===== src/verilog/serial_defines.vh =====
`ifndef SERIAL_DEFINES_VH
`define SERIAL_DEFINES_VH

// ----------------------------------------------------------------------------
// Register byte offsets (one aligned 32-bit word each)
// ----------------------------------------------------------------------------
`define OFF_TX_CTRL     8'h00
`define OFF_RX_CTRL     8'h04
`define OFF_BAUD_CTRL   8'h08
`define OFF_DIVISOR     8'h0c
`define OFF_TX_BUF      8'h10
`define OFF_RX_BUF      8'h14
`define OFF_FLAGS       8'h18
`define OFF_ENABLES     8'h1c

// ----------------------------------------------------------------------------
// Field positions
// ----------------------------------------------------------------------------
`define BIT_CLK_SRC     7
`define BIT_NINE_TX     6
`define BIT_TX_EN       5
`define BIT_SYNC        4
`define BIT_SEND_BRK    3
`define BIT_SR_EMPTY    1
`define BIT_NINTH_TX    0
`define BIT_PORT_EN     7
`define BIT_RX_EN       4
`define BIT_RX_IDLE     6
`define BIT_CLK_POL     4
`define BIT_DIV16       3
`define BIT_WAKE_EN     1
`define BIT_RX_FLAG     5
`define BIT_TXE_FLAG    4

// ----------------------------------------------------------------------------
// Reset values and frame constants
// ----------------------------------------------------------------------------
`define RST_BYTE        8'h00
`define RST_DIVISOR     16'h0000
`define BRK_ZERO_BITS   4'hc
`define RESP_OKAY       2'h0
`define RESP_SLVERR     2'h2

`endif


===== src/verilog/usart_break_wake_sync_master_tx.v =====
// How it works
// - Wake enable idles receiver, watches line only
// - Wake sets receive flag; rising edge clears wake
// - Reading receive buffer clears receive flag
// - Break is start, twelve zeros, stop
// - Send-break plus enable sends zeros, ignores data
// - Send-break clears after break stop bit
// - Shift-empty status tracks breaks like characters
// - Break wake: two edges, flag, then byte
// - Sync master turns pins into clock, data
// - Sync mode is half duplex
// - Master drives clock; polarity sets idle level
// - Shift reloads after last bit, sets empty flag
// - Buffer-empty flag clears only on buffer write
// - Shift-empty bit read-only, set when empty
// - Falling receive edge is wake event
`include "serial_defines.vh"

module usart_break_wake_sync_master_tx (
   // Clock and reset
   input  wire        i_clk,
   input  wire        i_reset,
   // AXI4-Lite write address and data
   input  wire [7:0]  i_s_axi_awaddr,
   input  wire        i_s_axi_awvalid,
   output wire        o_s_axi_awready,
   input  wire [31:0] i_s_axi_wdata,
   input  wire [3:0]  i_s_axi_wstrb,
   input  wire        i_s_axi_wvalid,
   output wire        o_s_axi_wready,
   // AXI4-Lite write response
   output wire [1:0]  o_s_axi_bresp,
   output wire        o_s_axi_bvalid,
   input  wire        i_s_axi_bready,
   // AXI4-Lite read
   input  wire [7:0]  i_s_axi_araddr,
   input  wire        i_s_axi_arvalid,
   output wire        o_s_axi_arready,
   output wire [31:0] o_s_axi_rdata,
   output wire [1:0]  o_s_axi_rresp,
   output wire        o_s_axi_rvalid,
   input  wire        i_s_axi_rready,
   // Serial pins
   output wire        o_tx_ck,
   input  wire        i_receive_or_data_line,
   output wire        o_dt,
   output wire        o_dt_oe
);

   // --------------------------------------------------------------------------
   // Helpers
   // --------------------------------------------------------------------------
   // Effective baud divisor: 16-bit or low byte only
   function [15:0] divisor_of;
      input       wide;
      input [15:0] div;
      begin
         divisor_of = wide ? div : {8'h00, div[7:0]};
      end
   endfunction

   // Mapped address check
   function is_mapped;
      input [7:0] a;
      begin
         is_mapped = (a[1:0] == 2'b00) && (a <= `OFF_ENABLES);
      end
   endfunction

   // --------------------------------------------------------------------------
   // State
   // --------------------------------------------------------------------------
   localparam [1:0] TX_IDLE  = 2'd0;
   localparam [1:0] TX_ASYNC = 2'd1;
   localparam [1:0] TX_SYNC  = 2'd2;
   localparam [1:0] RX_IDLE  = 2'd0;
   localparam [1:0] RX_START = 2'd1;
   localparam [1:0] RX_DATA  = 2'd2;
   localparam [1:0] RX_STOP  = 2'd3;

   reg [7:0]  tx_ctrl_q;                 // Transmit control/status
   reg [7:0]  rx_ctrl_q;                 // Receive control
   reg [7:0]  baud_ctrl_q;               // Baud control
   reg [15:0] divisor_q;                 // Baud divisor high:low
   reg [7:0]  tx_buf_q;                  // Transmit holding buffer
   reg        tx_full_q;                 // Holding buffer occupied
   reg [7:0]  rx_buf_q;                  // Receive buffer
   reg        rx_flag_q;                 // Receive complete flag
   reg [7:0]  enables_q;                 // Interrupt enable bits, stored only
   reg        wake_seen_q;               // Wake falling edge already seen
   reg [1:0]  tx_state_q;                // Transmit state
   reg [15:0] tx_shift_q;                // Transmit shift register
   reg [3:0]  tx_bits_q;                 // Bits left in frame
   reg [15:0] tx_cnt_q;                  // Transmit baud counter
   reg        tx_phase_q;                // Sync clock phase
   reg        tx_brk_q;                  // Frame in flight is a break
   reg [1:0]  rx_state_q;                // Receive state
   reg [15:0] rx_cnt_q;                  // Receive baud counter
   reg [2:0]  rx_bits_q;                 // Receive bit index
   reg [7:0]  rx_shift_q;                // Receive shift register
   reg        rx_m1_q;                   // Synchroniser stage 1
   reg        rx_m2_q;                   // Synchroniser stage 2
   reg        rx_d_q;                    // Delayed line for edges
   reg        tx_ck_q;                   // Pin register: TX/CK
   reg        dt_q;                      // Pin register: data out
   reg        dt_oe_q;                   // Pin register: data enable
   reg        awready_q;                 // AXI write address ready
   reg        wready_q;                  // AXI write data ready
   reg        bvalid_q;                  // AXI write response valid
   reg [1:0]  bresp_q;                   // AXI write response code
   reg        arready_q;                 // AXI read address ready
   reg        rvalid_q;                  // AXI read valid
   reg [1:0]  rresp_q;                   // AXI read response code
   reg [31:0] rdata_q;                   // AXI read data

   // --------------------------------------------------------------------------
   // Decoded controls
   // --------------------------------------------------------------------------
   wire [15:0] div_w    = divisor_of(baud_ctrl_q[`BIT_DIV16], divisor_q);
   wire        port_en  = rx_ctrl_q[`BIT_PORT_EN];
   wire        sync_md  = tx_ctrl_q[`BIT_SYNC];
   wire        master   = sync_md & tx_ctrl_q[`BIT_CLK_SRC];
   wire        tx_en    = tx_ctrl_q[`BIT_TX_EN] & port_en;
   wire        nine     = tx_ctrl_q[`BIT_NINE_TX];
   wire        wake_en  = baud_ctrl_q[`BIT_WAKE_EN];
   wire        fall_w   = rx_d_q & ~rx_m2_q;
   wire        rise_w   = ~rx_d_q & rx_m2_q;
   wire        tx_tick  = (tx_cnt_q == 16'h0000);
   wire        rx_tick  = (rx_cnt_q == 16'h0000);
   wire        tx_idle  = (tx_state_q == TX_IDLE);
   // Sync slave is not served here; only master or async may start
   wire        can_load = tx_idle & tx_full_q & tx_en & (~sync_md | master);
   wire        wr_go    = i_s_axi_awvalid & i_s_axi_wvalid & ~bvalid_q & ~awready_q;
   wire        wr_ok    = wr_go & is_mapped(i_s_axi_awaddr);
   wire        wr_b0    = wr_ok & i_s_axi_wstrb[0];
   wire        rd_go    = i_s_axi_arvalid & ~rvalid_q & ~arready_q;
   wire        rd_rxbuf = rd_go & (i_s_axi_araddr == `OFF_RX_BUF);
   wire        tx_done  = (tx_state_q == TX_ASYNC) & tx_tick & (tx_bits_q == 4'h1);

   // --------------------------------------------------------------------------
   // Receive line synchroniser
   // --------------------------------------------------------------------------
   // Two stages before any logic; the third is the edge reference
   always @(posedge i_clk) begin
      if (i_reset) begin
         rx_m1_q <= 1'b1;
         rx_m2_q <= 1'b1;
         rx_d_q  <= 1'b1;
      end else begin
         rx_m1_q <= i_receive_or_data_line;
         rx_m2_q <= rx_m1_q;
         rx_d_q  <= rx_m2_q;
      end
   end

   // --------------------------------------------------------------------------
   // AXI4-Lite slave
   // --------------------------------------------------------------------------
   // Address and data are taken together; one beat at a time
   always @(posedge i_clk) begin
      if (i_reset) begin
         awready_q <= 1'b0;
         wready_q  <= 1'b0;
         bvalid_q  <= 1'b0;
         bresp_q   <= `RESP_OKAY;
         arready_q <= 1'b0;
         rvalid_q  <= 1'b0;
         rresp_q   <= `RESP_OKAY;
         rdata_q   <= 32'h0000_0000;
      end else begin
         awready_q <= wr_go;
         wready_q  <= wr_go;
         if (wr_go) begin                // Response follows both beats
            bvalid_q <= 1'b1;
            bresp_q  <= is_mapped(i_s_axi_awaddr) ? `RESP_OKAY : `RESP_SLVERR;
         end else if (i_s_axi_bready) begin
            bvalid_q <= 1'b0;
         end
         arready_q <= rd_go;
         if (rd_go) begin                // Read data latched with address
            rvalid_q <= 1'b1;
            rresp_q  <= is_mapped(i_s_axi_araddr) ? `RESP_OKAY : `RESP_SLVERR;
            case (i_s_axi_araddr)
               `OFF_TX_CTRL:   rdata_q <= {24'h000000, tx_ctrl_q[7:2], tx_idle, tx_ctrl_q[0]};
               `OFF_RX_CTRL:   rdata_q <= {24'h000000, rx_ctrl_q};
               `OFF_BAUD_CTRL: rdata_q <= {24'h000000, baud_ctrl_q[7], rx_state_q == RX_IDLE,
                                           baud_ctrl_q[5:0]};
               `OFF_DIVISOR:   rdata_q <= {16'h0000, divisor_q};
               `OFF_TX_BUF:    rdata_q <= {24'h000000, tx_buf_q};
               `OFF_RX_BUF:    rdata_q <= {24'h000000, rx_buf_q};
               `OFF_FLAGS:     rdata_q <= {26'h0000000, rx_flag_q, ~tx_full_q, 4'h0};
               `OFF_ENABLES:   rdata_q <= {24'h000000, enables_q};
               default:        rdata_q <= 32'h0000_0000;
            endcase
         end else if (i_s_axi_rready) begin
            rvalid_q <= 1'b0;
         end
      end
   end

   // --------------------------------------------------------------------------
   // Control registers
   // --------------------------------------------------------------------------
   // Software writes take priority over hardware clears of its own bits
   always @(posedge i_clk) begin
      if (i_reset) begin
         tx_ctrl_q   <= `RST_BYTE;
         rx_ctrl_q   <= `RST_BYTE;
         baud_ctrl_q <= `RST_BYTE;
         divisor_q   <= `RST_DIVISOR;
         enables_q   <= `RST_BYTE;
         wake_seen_q <= 1'b0;
      end else begin
         // Break ends: send-break drops after its stop bit
         if (tx_done && tx_brk_q) begin
            tx_ctrl_q[`BIT_SEND_BRK] <= 1'b0;
         end
         // Wake: falling edge arms, following rising edge disarms
         if (!wake_en || sync_md) begin
            wake_seen_q <= 1'b0;
         end else if (!wake_seen_q && fall_w) begin
            wake_seen_q <= 1'b1;
         end else if (wake_seen_q && rise_w) begin
            wake_seen_q <= 1'b0;
            baud_ctrl_q[`BIT_WAKE_EN] <= 1'b0;
         end
         if (wr_b0) begin
            case (i_s_axi_awaddr)
               `OFF_TX_CTRL:   tx_ctrl_q   <= i_s_axi_wdata[7:0] & 8'hfd;
               `OFF_RX_CTRL:   rx_ctrl_q   <= i_s_axi_wdata[7:0];
               `OFF_BAUD_CTRL: baud_ctrl_q <= i_s_axi_wdata[7:0] & 8'hbf;
               `OFF_DIVISOR:   divisor_q[7:0] <= i_s_axi_wdata[7:0];
               `OFF_ENABLES:   enables_q   <= i_s_axi_wdata[7:0];
               default:        divisor_q   <= divisor_q;
            endcase
         end
         if (wr_ok && i_s_axi_wstrb[1] && i_s_axi_awaddr == `OFF_DIVISOR) begin
            divisor_q[15:8] <= i_s_axi_wdata[15:8];
         end
      end
   end

   // --------------------------------------------------------------------------
   // Transmit holding buffer
   // --------------------------------------------------------------------------
   // Empty flag is the inverse of occupancy: only a buffer write clears it
   always @(posedge i_clk) begin
      if (i_reset) begin
         tx_buf_q  <= `RST_BYTE;
         tx_full_q <= 1'b0;
      end else begin
         if (wr_b0 && i_s_axi_awaddr == `OFF_TX_BUF) begin
            tx_buf_q  <= i_s_axi_wdata[7:0];
            tx_full_q <= 1'b1;
         end else if (can_load) begin
            tx_full_q <= 1'b0;
         end
      end
   end

   // --------------------------------------------------------------------------
   // Transmit shifter
   // --------------------------------------------------------------------------
   // Loads in one cycle once the previous frame's last bit is out
   always @(posedge i_clk) begin
      if (i_reset) begin
         tx_state_q <= TX_IDLE;
         tx_shift_q <= 16'hffff;
         tx_bits_q  <= 4'h0;
         tx_cnt_q   <= 16'h0000;
         tx_phase_q <= 1'b0;
         tx_brk_q   <= 1'b0;
      end else begin
         case (tx_state_q)
            TX_IDLE: begin
               tx_phase_q <= 1'b0;
               tx_cnt_q   <= div_w;
               if (can_load && master) begin
                  tx_state_q <= TX_SYNC;
                  tx_shift_q <= {7'h00, tx_ctrl_q[`BIT_NINTH_TX], tx_buf_q};
                  tx_bits_q  <= nine ? 4'h9 : 4'h8;
                  tx_brk_q   <= 1'b0;
               end else if (can_load && tx_ctrl_q[`BIT_SEND_BRK]) begin
                  // Break: buffer data ignored, start + twelve zeros + stop
                  tx_state_q <= TX_ASYNC;
                  tx_shift_q <= 16'he000;
                  tx_bits_q  <= `BRK_ZERO_BITS + 4'h2;
                  tx_brk_q   <= 1'b1;
               end else if (can_load) begin
                  tx_state_q <= TX_ASYNC;
                  tx_shift_q <= nine ? {6'h3f, tx_ctrl_q[`BIT_NINTH_TX], tx_buf_q, 1'b0}
                                     : {6'h3f, 1'b1, tx_buf_q, 1'b0};
                  tx_bits_q  <= nine ? 4'hb : 4'ha;
                  tx_brk_q   <= 1'b0;
               end
            end
            TX_ASYNC: begin
               // One bit per divisor period, low bit first
               if (tx_tick) begin
                  tx_cnt_q   <= div_w;
                  tx_shift_q <= {1'b1, tx_shift_q[15:1]};
                  tx_bits_q  <= tx_bits_q - 4'h1;
                  if (tx_bits_q == 4'h1) begin
                     tx_state_q <= TX_IDLE;
                  end
               end else begin
                  tx_cnt_q <= tx_cnt_q - 16'h0001;
               end
            end
            TX_SYNC: begin
               // Two divisor periods per clock: idle half, active half
               if (tx_tick) begin
                  tx_cnt_q   <= div_w;
                  tx_phase_q <= ~tx_phase_q;
                  if (tx_phase_q) begin
                     tx_shift_q <= {1'b0, tx_shift_q[15:1]};
                     tx_bits_q  <= tx_bits_q - 4'h1;
                     if (tx_bits_q == 4'h1) begin
                        tx_state_q <= TX_IDLE;
                     end
                  end
               end else begin
                  tx_cnt_q <= tx_cnt_q - 16'h0001;
               end
            end
            default: tx_state_q <= TX_IDLE;
         endcase
      end
   end

   // --------------------------------------------------------------------------
   // Receiver and receive flag
   // --------------------------------------------------------------------------
   // Async only; held idle in sync mode and while wake is enabled
   always @(posedge i_clk) begin
      if (i_reset) begin
         rx_state_q <= RX_IDLE;
         rx_cnt_q   <= 16'h0000;
         rx_bits_q  <= 3'h0;
         rx_shift_q <= `RST_BYTE;
         rx_buf_q   <= `RST_BYTE;
         rx_flag_q  <= 1'b0;
      end else begin
         // Read clears the flag unless a new event lands the same cycle
         if (rd_rxbuf) begin
            rx_flag_q <= 1'b0;
         end
         if (wake_en && !sync_md && !wake_seen_q && fall_w) begin
            rx_flag_q <= 1'b1;
         end
         case (rx_state_q)
            RX_IDLE: begin
               rx_cnt_q <= {1'b0, div_w[15:1]};
               // Half duplex and wake monitoring suspend reception
               if (fall_w && !wake_en && !sync_md && port_en && rx_ctrl_q[`BIT_RX_EN]) begin
                  rx_state_q <= RX_START;
               end
            end
            RX_START: begin
               if (rx_tick) begin
                  rx_cnt_q   <= div_w;
                  rx_bits_q  <= 3'h0;
                  rx_state_q <= rx_m2_q ? RX_IDLE : RX_DATA;
               end else begin
                  rx_cnt_q <= rx_cnt_q - 16'h0001;
               end
            end
            RX_DATA: begin
               if (rx_tick) begin
                  rx_cnt_q   <= div_w;
                  rx_shift_q <= {rx_m2_q, rx_shift_q[7:1]};
                  rx_bits_q  <= rx_bits_q + 3'h1;
                  if (rx_bits_q == 3'h7) begin
                     rx_state_q <= RX_STOP;
                  end
               end else begin
                  rx_cnt_q <= rx_cnt_q - 16'h0001;
               end
            end
            RX_STOP: begin
               if (rx_tick) begin
                  rx_state_q <= RX_IDLE;
                  rx_buf_q   <= rx_shift_q;
                  rx_flag_q  <= 1'b1;
               end else begin
                  rx_cnt_q <= rx_cnt_q - 16'h0001;
               end
            end
            default: rx_state_q <= RX_IDLE;
         endcase
      end
   end

   // --------------------------------------------------------------------------
   // Pin registers
   // --------------------------------------------------------------------------
   // Port off: pins released; sync master: clock plus driven data
   always @(posedge i_clk) begin
      if (i_reset) begin
         tx_ck_q <= 1'b1;
         dt_q    <= 1'b0;
         dt_oe_q <= 1'b0;
      end else if (!port_en) begin
         tx_ck_q <= 1'b1;
         dt_q    <= 1'b0;
         dt_oe_q <= 1'b0;
      end else if (master) begin
         // Clock idles at the polarity level, inverts in active half
         tx_ck_q <= baud_ctrl_q[`BIT_CLK_POL] ^ ((tx_state_q == TX_SYNC) & tx_phase_q);
         dt_q    <= tx_shift_q[0];
         dt_oe_q <= (tx_state_q == TX_SYNC);
      end else begin
         tx_ck_q <= (tx_state_q == TX_ASYNC) ? tx_shift_q[0] : 1'b1;
         dt_q    <= 1'b0;
         dt_oe_q <= 1'b0;
      end
   end

   // --------------------------------------------------------------------------
   // Outputs
   // --------------------------------------------------------------------------
   assign o_s_axi_awready = awready_q;
   assign o_s_axi_wready  = wready_q;
   assign o_s_axi_bresp   = bresp_q;
   assign o_s_axi_bvalid  = bvalid_q;
   assign o_s_axi_arready = arready_q;
   assign o_s_axi_rdata   = rdata_q;
   assign o_s_axi_rresp   = rresp_q;
   assign o_s_axi_rvalid  = rvalid_q;
   assign o_tx_ck         = tx_ck_q;
   assign o_dt            = dt_q;
   assign o_dt_oe         = dt_oe_q;

endmodule // usart_break_wake_sync_master_tx


===== config.mk =====
export PLATFORM = sky130hd
export DESIGN_NAME = usart_break_wake_sync_master_tx
export DESIGN_NICKNAME = d
export VERILOG_FILES = /design/src/verilog/usart_break_wake_sync_master_tx.v
export VERILOG_INCLUDE_DIRS = /design/src /design/src/verilog
export SDC_FILE = /design/constraint.sdc
export NUM_CORES = 1
export LEC_CHECK = 0
export BUFFER_PORTS_ARGS = -buffer_cell sky130_fd_sc_hd__buf_4
export CORE_ASPECT_RATIO = 1.5
export CORE_MARGIN = 4
export CORE_UTILIZATION = 56
export CTS_CLUSTER_SIZE = 20
export DETAILED_ROUTE_END_ITERATION = 10
export MAX_ROUTING_LAYER = met4
export PLACE_DENSITY = 0.87
export SKIP_CTS_REPAIR_TIMING = 1
export SYNTH_ARGS = -nofsm -noshare
export SYNTH_HDL_FRONTEND = slang
export SYNTH_SLANG_ARGS = --single-unit

===== constraint.sdc =====
create_clock -name i_clk -period 4.3 [get_ports i_clk]
set_input_delay 0.215 -clock i_clk [delete_from_list [all_inputs] [get_ports i_clk]]
set_output_delay 0.215 -clock i_clk [all_outputs]
set_load 0.05 [all_outputs]

# --- Yosys cells after proc, flatten, opt, wreduce, memory -nomap -nowiden ---
# Index checks and enable logic that the tools add are counted.
# Widths: inputs -> output; s select.
classes:
  bitwise_logic: 31
  magnitude_cmp: 2
  n_eq_ne: 29
  addsub: 4
  muxes: 71
  reduce_logical: 56
ops:
  columns: ["operator", "n"]
  rows:
  - ["$mux 16", 10]
  - ["$pmux 16 s8", 1]
  - ["$pmux 16 s3", 2]
  - ["$eq 8x5->1 const B", 6]
  - ["$mux 2", 17]
  - ["$eq 8x4->1 const B", 4]
  - ["$logic_not 16->1", 2]
  - ["$mux 4", 8]
  - ["$pmux 16 s2", 1]
  - ["$sub 16x1->16 const B", 2]
  - ["$mux 1", 23]
  - ["$and 1x1->1", 18]
  - ["$reduce_and 2->1", 9]
  - ["$logic_and 1x1->1", 17]
  - ["$eq 8x3->1 const B", 2]
  - ["$le 8x5->1 const B", 2]
  - ["$logic_not 8->1", 2]
  - ["$ne 2x2->1 const B", 8]
  - ["$reduce_bool 2->1", 7]
  - ["$pmux 4 s3", 1]
  - ["$not 1->1", 11]
  - ["$mux 10", 1]
  - ["$reduce_and 5->1", 2]
  - ["$logic_not 2->1", 4]
  - ["other kinds (23)", 33]
word_totals:
  elab_cells: 229
  reg_bits: 180
  out_inout_bits: 44
  inputBits: 60

# --- Logic depth before layout (Yosys ltp) ---
# Gate-level depths: netlist of the first run.
logic_depth:
  depth_word: 8
  mapped_depth: 9
  mapped_depth_nobuf: 7

# --- Least setup slack after synthesis of the first run ---
# Ideal clock, no wire load.
synth_path:
  path_kind: "reg-to-reg"
  from: "register tx_cnt_q[10]"
  to: "register tx_cnt_q[2]"
  t_arrival_ps: 2153
  period_less_slack_ps: 2272
  setup_ps: 120
  n_path_buf: 2
  path_slack_ps: 2028
  path_stages_with_launch: 8
  required_time_ps: 4180
  path_cell_list: "dfxtp_1 > or4_4 > or3_1 > buf_6 > o21a_1 > buf_2 > a32o_1 > a211o_1"
synth_between:
  elab_chain_cells: 3
synth_lines:
  columns: ["element", "line_no", "rtl"]
  rows:
  - ["start: declaration", "usart_break_wake_sync_master_tx.v:94", "reg [15:0] tx_cnt_q;"]
  - ["start signal: assignment", "usart_break_wake_sync_master_tx.v:277", "tx_cnt_q <= div_w;"]
  - ["start signal: assignment", "usart_break_wake_sync_master_tx.v:300", "tx_cnt_q <= div_w;"]
  - ["start signal: assignment", "usart_break_wake_sync_master_tx.v:307", "tx_cnt_q <= tx_cnt_q - 16'h0001;"]
  - ["$logic_not 16->1", "usart_break_wake_sync_master_tx.v:128", "wire tx_tick = (tx_cnt_q == 16'h0000);"]
  - ["$mux 16", "usart_break_wake_sync_master_tx.v:299, usart_break_wake_sync_master_tx.v:312", null]
  - ["$pmux 16 s2", "usart_break_wake_sync_master_tx.v:274", "case (tx_state_q)"]
# No other way between the ends.
# A chain may end at the register's enable or synchronous reset.

# --- Final worst setup path of the first run ---
layout_path:
  from: "register tx_cnt_q[4]"
  to: "register tx_cnt_q[2]"
# The elaborated chain is that of the path after synthesis.

==> qor.csv, run 1 <==
metric;value;unit
pre_cts_ws;1.53;ns
status;finished, final reports clean;
cp-end-kind;flop;
min_period_over_period;66.9;%
dieWidth;107;µm
drc;0;
fin_worst_skew;0.00919;ns
hold_violations;0;
hp-class;in -> reg;
path_class;reg -> reg;
first_pass_iters;8;
cp.required;4.61;ns
core_area;14100;µm²
yosys.area.top_type;dfxtp_1;
yosys_warnings;0;
grt_pass1_vias;6788;
syn_inst;936;
wire_per_inst;18.3;µm
syn_area;8150;µm²
synth_edf_count;0;
cts_buffer_depth;2;
min_from;i_s_axi_wdata[8];
drtAntennaViolNets;0;
async_reset_ff_share;0;%
ios;104;
worstMarginPinSlew;1.13;ns
multiInputGateArea;4470;µm²
r2r_start;tx_cnt_q[4];
area_growth;13.0;%
final_nets;1040;
finalMaxSlewViolations;0;
synth_common_cells;dfxtp_1, nor2_1, mux2i_1;
period_minus_slack;2.88;ns
dieArea;16600;µm²
p_int;2.52;mW
seq_area;3240;µm²
setup_viol;0;
num_rows;53;
synth.area.top_cells;dfxtp_1, mux2i_1, nor2_1, a21oi_1, nand2_1;
syn_area_per_cell;8.71;µm²
finalSetupTns;0;ns
critPathMaxFanout;21;
via_per_inst;6.22;
overflow;0;
die_h;156;µm
cts_root_buf;clkbuf_16;
grt_pass1_wl;34100;µm
hold_ws;0.0133;ns
layout-drive-gt1-share;13.6;%
synth_top_area_share;39.8;%
num_vias;7272;
yosysMostFrequentCell;dfxtp_1;
switching_share;25.6;%
fillers;1091;
drt-total-wl;21400;µm
setup_ws;1.42;ns
synthFlopType;dfxtp_1;
drt-initial-drc-count;612;
numCtsBuffers;17;
powerDensity;368;nW/µm²
min_path_cells;3;
diodes;0;
io_buffers;67;
power.leakage;3.90;nW
place.gp.congestion;0.917;
reg2reg_depth;5;
p_switching;870;µW
grt_util_all_layers;26.3;%
rsz0062_at_grt;false;
worst_ep_arrival_time;3.19;ns
hpwl;14300;µm
ys_types;79;
synth-seq-area-share;39.8;%
min_to;divisor_q[8];
reg2reg_slack;1.42;ns
insertion_delay;0.43;ns
timing.rr.end;tx_cnt_q[2];
cp-start-kind;flop;
initial_core_util;57.7;%
cap_violations;0;
ys_seq_elements;162;
max_slew_margin;24.7;%
clkPwrFrac;46.6;%
cts.clk_slew.worst_paths;0.07;ns
timing.fmax;347;MHz
power_frac_comb;7.9;%
grt_antenna_before_repair;0;
vdd_drop_max;0.265;mV
power.share.sequential;45.5;%
grt_start_max_net_pins;114;
ctsHtreeMaxLevel;4;
cts_num_sinks;162;
cts_tree;done;
[stage by stage]
stage	util, %	total power [mW]	std cells	instance area [µm²]
after detailed placement	60.8	1.84	1136	8590
final	65.2	3.39	1169	9210
after global placement	60.8	1.84	1136	8590
after global routing	65.2	3.50	1169	9210
after floorplan	-	1.78	953	8210
after CTS	65.2	3.40	1168	9200
[worst max path at each step]
stage | from | end | slack (ns) | depth (start not counted)
floorplan | tx_cnt_q[10] | tx_cnt_q[2] | 2.03 | 7
global placement | rx_cnt_q[4] | rx_cnt_q[15] | 1.56 | 5
detailed placement | rx_cnt_q[4] | rx_cnt_q[15] | 1.53 | 5
CTS | rx_cnt_q[4] | rx_cnt_q[15] | 1.47 | 5
global route | rx_cnt_q[4] | rx_cnt_q[3] | 1.14 | 5
finish | tx_cnt_q[4] | tx_cnt_q[2] | 1.42 | 5
[cell families (layout without fill, tap and decap cells)]
| kind of cell | Yosys count | after routing | share of synthesized area [%] |
|---|---|---|---|
| other cells | 1 | 18 | 0.0460 |
| fa+ha+maj | 16 | 16 | 2.46 |
| flops | 162 | 162 | 39.8 |
| xor+xnor | 11 | 11 | 1.18 |
| compound gates | 210 | 210 | 17.6 |
| simple gates | 336 | 336 | 20.4 |
| buf+inv | 106 | 130 | 6.13 |
| mux | 94 | 94 | 12.4 |
[routing by layer]
metal,vias up,GRT usage (%),wire length [µm]
li1,3412,-,-
met5,-,-,0
met1,3481,30.8,8580
met4,0,12.9,907
met3,66,5.01,1240
met2,313,43.2,10700
[worst max-delay path: stages, from the launching register on]
cell and delay [ns]:
dfxtp_1 0.35, nor3_1 0.80, nand4_2 0.39, o21a_1 0.59, a32o_1 0.35, a211o_1 0.28
[flip-flops by register name, summed over array words and instances, names as in the netlist, 3 cells and up, named ones only]
name	cells
divisor_q	16
o_s_axi_rdata	16
rx_cnt_q	16
tx_cnt_q	16
tx_shift_q	16
enables_q	8
rx_buf_q	8
rx_ctrl_q	8
rx_shift_q	8
tx_buf_q	8
baud_ctrl_q	7
tx_ctrl_q	7
tx_bits_q	4
rx_bits_q	3
[cell usage in the layout (no fill, tap or decap), types with 17 or more instances in the layout]
master     instances
mux2i_1           82
nand2_1           81
a22oi_1           20
nor2_1           113
o21ai_0           31
conb_1            18
dfxtp_1          162
buf_4             71
nor3_1            19
inv_1             25
a21oi_1           63
clkbuf_16         17
[power by group through the flow]
stage / sequential, mW / combinational [mW] / clock, mW
6_report: 1.54 / 0.268 / 1.58
5_1_grt: 1.55 / 0.288 / 1.67
4_1_cts: 1.54 / 0.265 / 1.59
3_5_place_dp: 1.58 / 0.264 / 0
3_3_place_gp: 1.58 / 0.259 / 0
2_1_floorplan: 1.59 / 0.191 / 0
[layout make-up]
type / count / area share (%)
clock buffer: 19 / 4.92
clock inverter: 13 / 1.78
inverter: 26 / 1.06
multi-input combinational: 685 / 48.5
sequential: 162 / 35.2
tap: 192 / 2.61
timing repair buffer: 72 / 5.89
No activity file was read; power rests on OpenSTA's default activity.
==> run 2, diff against run 1 <==
- clock period: 4.3 -> 2.7 ns (I/O delays scaled with it)
==> qor.csv, run 2 (synthesis gave the netlist of run 1 again) <==
metric;value;unit;change
grt_util_all_layers;26.3;%;about the same
fin_worst_skew;0.0100;ns;+0.000807 ns
layout-drive-gt1-share;15.3;%;+1.7 points
status;finished, violations left;;
critPathMaxFanout;15;;-29%
num_vias;7427;;+2.1%
gr-usage-met1;30.4;%;-0.44 points
num_rows;53;;unchanged
worst_ep_arrival_time;2.95;ns;-0.24 ns
power.leakage;4.05;nW;+3.7%
cts_num_sinks;162;;unchanged
die_h;156;µm;unchanged
dp_cells;1157;;+1.8%
insertion_delay;0.43;ns;about the same
finalSetupTns;0;ns;unchanged
grt_pass1_wl;34200;µm;+0.22%
diodes;0;;unchanged
violations;hold timing;;
cp-end-kind;flop;;
min_path_cells;3;;unchanged
overflow;0;;unchanged
layout_common_cells;dfxtp_1, nor2_1, buf_4;;
cp-start-kind;flop;;
core_area;14100;µm²;unchanged
dieArea;16600;µm²;unchanged
dieWidth;107;µm;unchanged
hold_ws;-0.0469;ns;-0.0602 ns
place.gp.congestion;0.939;;+2.4%
hp-class;in -> reg;;
worstMarginPinSlew;1.30;ns;+0.171 ns
setup_viol;0;;unchanged
grt_util_met3;3.98;%;-1.0 points
final_common_cell;dfxtp_1;;
via_per_inst;6.19;;-0.42%
powerDensity;572;nW/µm²;+55%
numCtsBuffers;17;;unchanged
drt-total-wl;21900;µm;+2.3%
drc;0;;unchanged
ctsHtreeMaxLevel;4;;unchanged
path_class;reg -> reg;;
reg2reg_depth;5;;unchanged
grt_pass1_vias;6912;;+1.8%
drtAntennaViolNets;0;;unchanged
max_slew_margin;12.6;%;-12 points
ios;104;;unchanged
cts.clk_slew.worst_paths;0.07;ns;about the same
cts_buffer_depth;2;;unchanged
grt_start_max_net_pins;118;;+3.5%
instances_no_fill;1199;;+2.6%
period_minus_slack;2.58;ns;-0.303 ns
cap_violations;0;;unchanged
first_pass_iters;6;;-2
finalMaxSlewViolations;0;;unchanged
met2_usage;44.2;%;+1.1 points
initial_core_util;57.7;%;unchanged
io_buffers;67;;unchanged
wire_per_inst;18.3;µm;-0.30%
drt-initial-drc-count;732;;+20%
min_period_over_period;95.4;%;+28 points
hpwl;14600;µm;+2.2%
cts_root_buf;clkbuf_16;;
timing.fmax;388;MHz;+12%
grt_antenna_before_repair;0;;unchanged
final_core_util;67.1;%;+1.8 points
final_nets;1070;;+2.9%
cp.required;3.07;ns;-1.54 ns
hold_violations;1;;+1
vdd_drop_max;0.430;mV;+62%
fillers;1043;;-4.4%
area_growth;16.2;%;
grt_busiest_layer;met2;;
cts_tree;done;;
run 2: cell types whose count changed in the layout (fill, tap and decap cells not counted), sizes merged:
cell	previous run	this run
inv	33	34
buf	71	92
clkinv	2	3
dlygate4sd3	1	10
clkinvlp	2	0
run 2: worst paths after layout:
| path | start | to | slack, ns |
|---|---|---|---|
| setup / recovery | tx_cnt_q[10] | tx_cnt_q[6] | 0.12 |
| hold / removal | i_s_axi_wdata[14] | divisor_q[14] | -0.05 |
| setup reg to reg | tx_cnt_q[10] | tx_cnt_q[6] | 0.12 |
| hold reg to reg | rx_m1_q | rx_m2_q | 0.41 |
run 2: where the power goes:
part | internal [mW] | total (mW) | leakage, nW | switching (mW)
Combinational | 0.160 | 0.453 | 2.43 | 0.293
Sequential | 2.43 | 2.46 | 1.31 | 0.0297
Clock | 1.45 | 2.51 | 0.307 | 1.06
run 2: cell type report:
class                   count  area (µm²)  area share [%]
repair buffers            102         803            8.48
flip-flops and latches    162        3240            34.2
inverters                  26        97.6            1.03
clock inverters            13         163            1.72
clock buffers              19         453            4.78
well taps                 192         240            2.54
multi-input cells         685        4470            47.2
run 2: per-stage QoR:
step	instance area, µm²	worst slack (ns)	total power [mW]
after floorplan	8210	0.428	2.83
after global placement	8760	0.227	2.94
after detailed placement	8760	0.190	2.94
after CTS	9370	0.163	5.42
after global routing	9470	-0.0245	5.59
final	9470	0.124	5.42
run 2: layer usage:
| layer | vias to the layer above | wire (µm) |
|---|---|---|
| met5 | - | 0 |
| li1 | 3465 | - |
| met2 | 370 | 11100 |
| met3 | 74 | 1440 |
| met4 | 0 | 931 |
| met1 | 3518 | 8440 |
run 2: critical path, cell delays in order (launching register included):
cell and delay (ns):
dfxtp_1 0.35, or4_4 0.57, or3_1 0.48, o21a_1 0.46, nor4b_1 0.48, or3_1 0.17
==> run 3, diff against run 2 <==
- CORE_ASPECT_RATIO: 1.5 -> default
- SKIP_CTS_REPAIR_TIMING: 1 -> default
==> qor.csv, run 3 (synthesis gave the netlist of run 1 again) <==
metric;value;unit;change
worstMarginPinSlew;0.901;ns;-0.399 ns
worst_ep_arrival_time;2.79;ns;-0.16 ns
path_class;reg -> reg;;
seq_area;3240;µm²;unchanged
power_frac_comb;8.6;%;+0.2 points
core_area;14000;µm²;-0.58%
insertion_delay;0.43;ns;about the same
instances_no_fill;1191;;-0.67%
timing.fmax;404;MHz;+4.0%
num_rows;43;;-19%
fillers;1045;;+0.19%
period_minus_slack;2.48;ns;-0.0998 ns
min_period_over_period;91.7;%;-3.7 points
ctsHtreeMaxLevel;4;;unchanged
hold_ws;0.0146;ns;+0.0615 ns
powerDensity;555;nW/µm²;-3.0%
finalMaxSlewViolations;0;;unchanged
grt_start_max_net_pins;127;;+7.6%
r2r_start;tx_cnt_q[10];;
final_core_util;67.3;%;+0.27 points
vdd_drop_max;0.422;mV;-1.9%
dieArea;16500;µm²;-0.24%
place.gp.congestion;0.907;;-3.4%
crit_start;tx_cnt_q[10];;
timing.rr.end;tx_cnt_q[2];;
cts_buffer_depth;2;;unchanged
hpwl;14200;µm;-2.6%
p_int;3.89;mW;-3.7%
wire_per_inst;18.2;µm;-0.44%
area_growth;16.0;%;
drc;0;;unchanged
drtAntennaViolNets;0;;unchanged
finalSetupTns;0;ns;unchanged
final_common_cell;dfxtp_1;;
drt-total-wl;21700;µm;-1.1%
setup_viol;0;;unchanged
max_stage_delay;0.56;ns;about the same
numCtsBuffers;17;;unchanged
hold_violations;0;;-1
final_area;9450;µm²;-0.18%
critPathMaxFanout;14;;-1
via_per_inst;6.18;;-0.22%
grt_antenna_before_repair;0;;unchanged
cts_tree;done;;
cts_root_buf;clkbuf_16;;
drt-initial-drc-count;1021;;+39%
cts_setup_buffers;0;;
status;finished, final reports clean;;
io_buffers;67;;unchanged
grt_pass1_vias;6875;;-0.54%
die_h;129;µm;-17%
rsz0062_at_grt;false;;
cap_violations;0;;unchanged
cp-end-kind;flop;;
dp_cells;1144;;-1.1%
p_switching;1.35;mW;-1.9%
first_pass_iters;5;;-1
cp-start-kind;flop;;
clkPwrFrac;44.5;%;-1.8 points
slowest_stage;or4_4;;
final_nets;1074;;+0.37%
cp.required;3.02;ns;-0.05 ns
diodes;0;;unchanged
power.leakage;4.02;nW;-0.69%
placed_area;8730;µm²;-0.26%
num_vias;7361;;-0.89%
overflow;0;;unchanged
path_cells;or4_4 -> or3_1 -> o21a_1 -> a32o_1 -> a211o_1;;
crit_end;tx_cnt_q[2];;
switching_share;25.8;%;+0.35 points
reg2reg_depth;5;;unchanged
cts_num_sinks;162;;unchanged
dieWidth;129;µm;+21%
fin_worst_skew;0.00688;ns;-0.00312 ns
multiInputGateArea;4470;µm²;unchanged
max_slew_margin;39.9;%;+27 points
cts.clk_slew.worst_paths;0.07;ns;about the same
initial_core_util;58.0;%;+0.34 points
hp-class;in -> reg;;
grt_util_all_layers;26.9;%;+0.61 points
ios;104;;unchanged
power.share.sequential;46.8;%;+1.4 points
grt_pass1_wl;34800;µm;+2.0%
reg2reg_slack;0.22;ns;+0.10 ns
layout_common_cells;dfxtp_1, nor2_1, buf_4;;
layout-drive-gt1-share;15.1;%;-0.16 points
run 3: layer usage:
layer	track usage, %	wire, µm	up-vias
met1	34.9	9140	3501
li1	-	-	3470
met4	9.14	473	0
met2	41.8	10200	342
met5	-	0	-
met3	5.81	1820	48
run 3: stage by stage:
step | worst slack (ns) | power [mW]
2_1_floorplan | 0.428 | 2.83
3_3_place_gp | 0.297 | 2.93
3_5_place_dp | 0.237 | 2.94
4_1_cts | 0.252 | 5.25
5_1_grt | 0.129 | 5.39
6_report | 0.224 | 5.25
run 3: how the worst min path moves through the flow:
stage | from | endpoint | slack [ns] | depth (start not counted)
6_report | i_s_axi_wdata[3] | rx_ctrl_q[3] | 0.01 | 3
5_1_grt | i_s_axi_wdata[3] | baud_ctrl_q[3] | 0.02 | 3
4_1_cts | i_s_axi_wdata[0] | tx_buf_q[0] | 0.0002 | 3
3_5_place_dp | i_receive_or_data_line | rx_m1_q | 0.33 | 2
3_3_place_gp | i_receive_or_data_line | rx_m1_q | 0.32 | 2
2_1_floorplan | i_receive_or_data_line | rx_m1_q | 0.24 | 1
run 3: worst max-delay path, delay by kind of cell (launching register included):
family	cells	cell delay, ns
AO/OA/AOI/OAI	3	0.97
flip-flops	1	0.35
AND/OR/NAND/NOR	2	1.05
run 3: area by class of cell:
type,count,area share (%)
timing repair buffer,106,8.95
clock inverter,14,1.39
sequential,162,34.3
inverter,26,1.03
tap,180,2.38
clock buffer,18,4.65
multi-input combinational,685,47.3
run 3: repair_timing:
| item | 4_1_cts | 5_1_grt |
|---|---|---|
| hold buffers | 15 | 0 |
| gates resized for setup | 0 | 0 |
| endpoints found under the hold margin | 17 | 0 |
run 3: power by group through the flow:
stage	Clock (mW)	Combinational, mW	Sequential [mW]
after detailed placement	0	0.427	2.51
after CTS	2.34	0.446	2.46
after global routing	2.44	0.489	2.46
final	2.34	0.453	2.46
after global placement	0	0.421	2.51
after floorplan	0	0.304	2.52
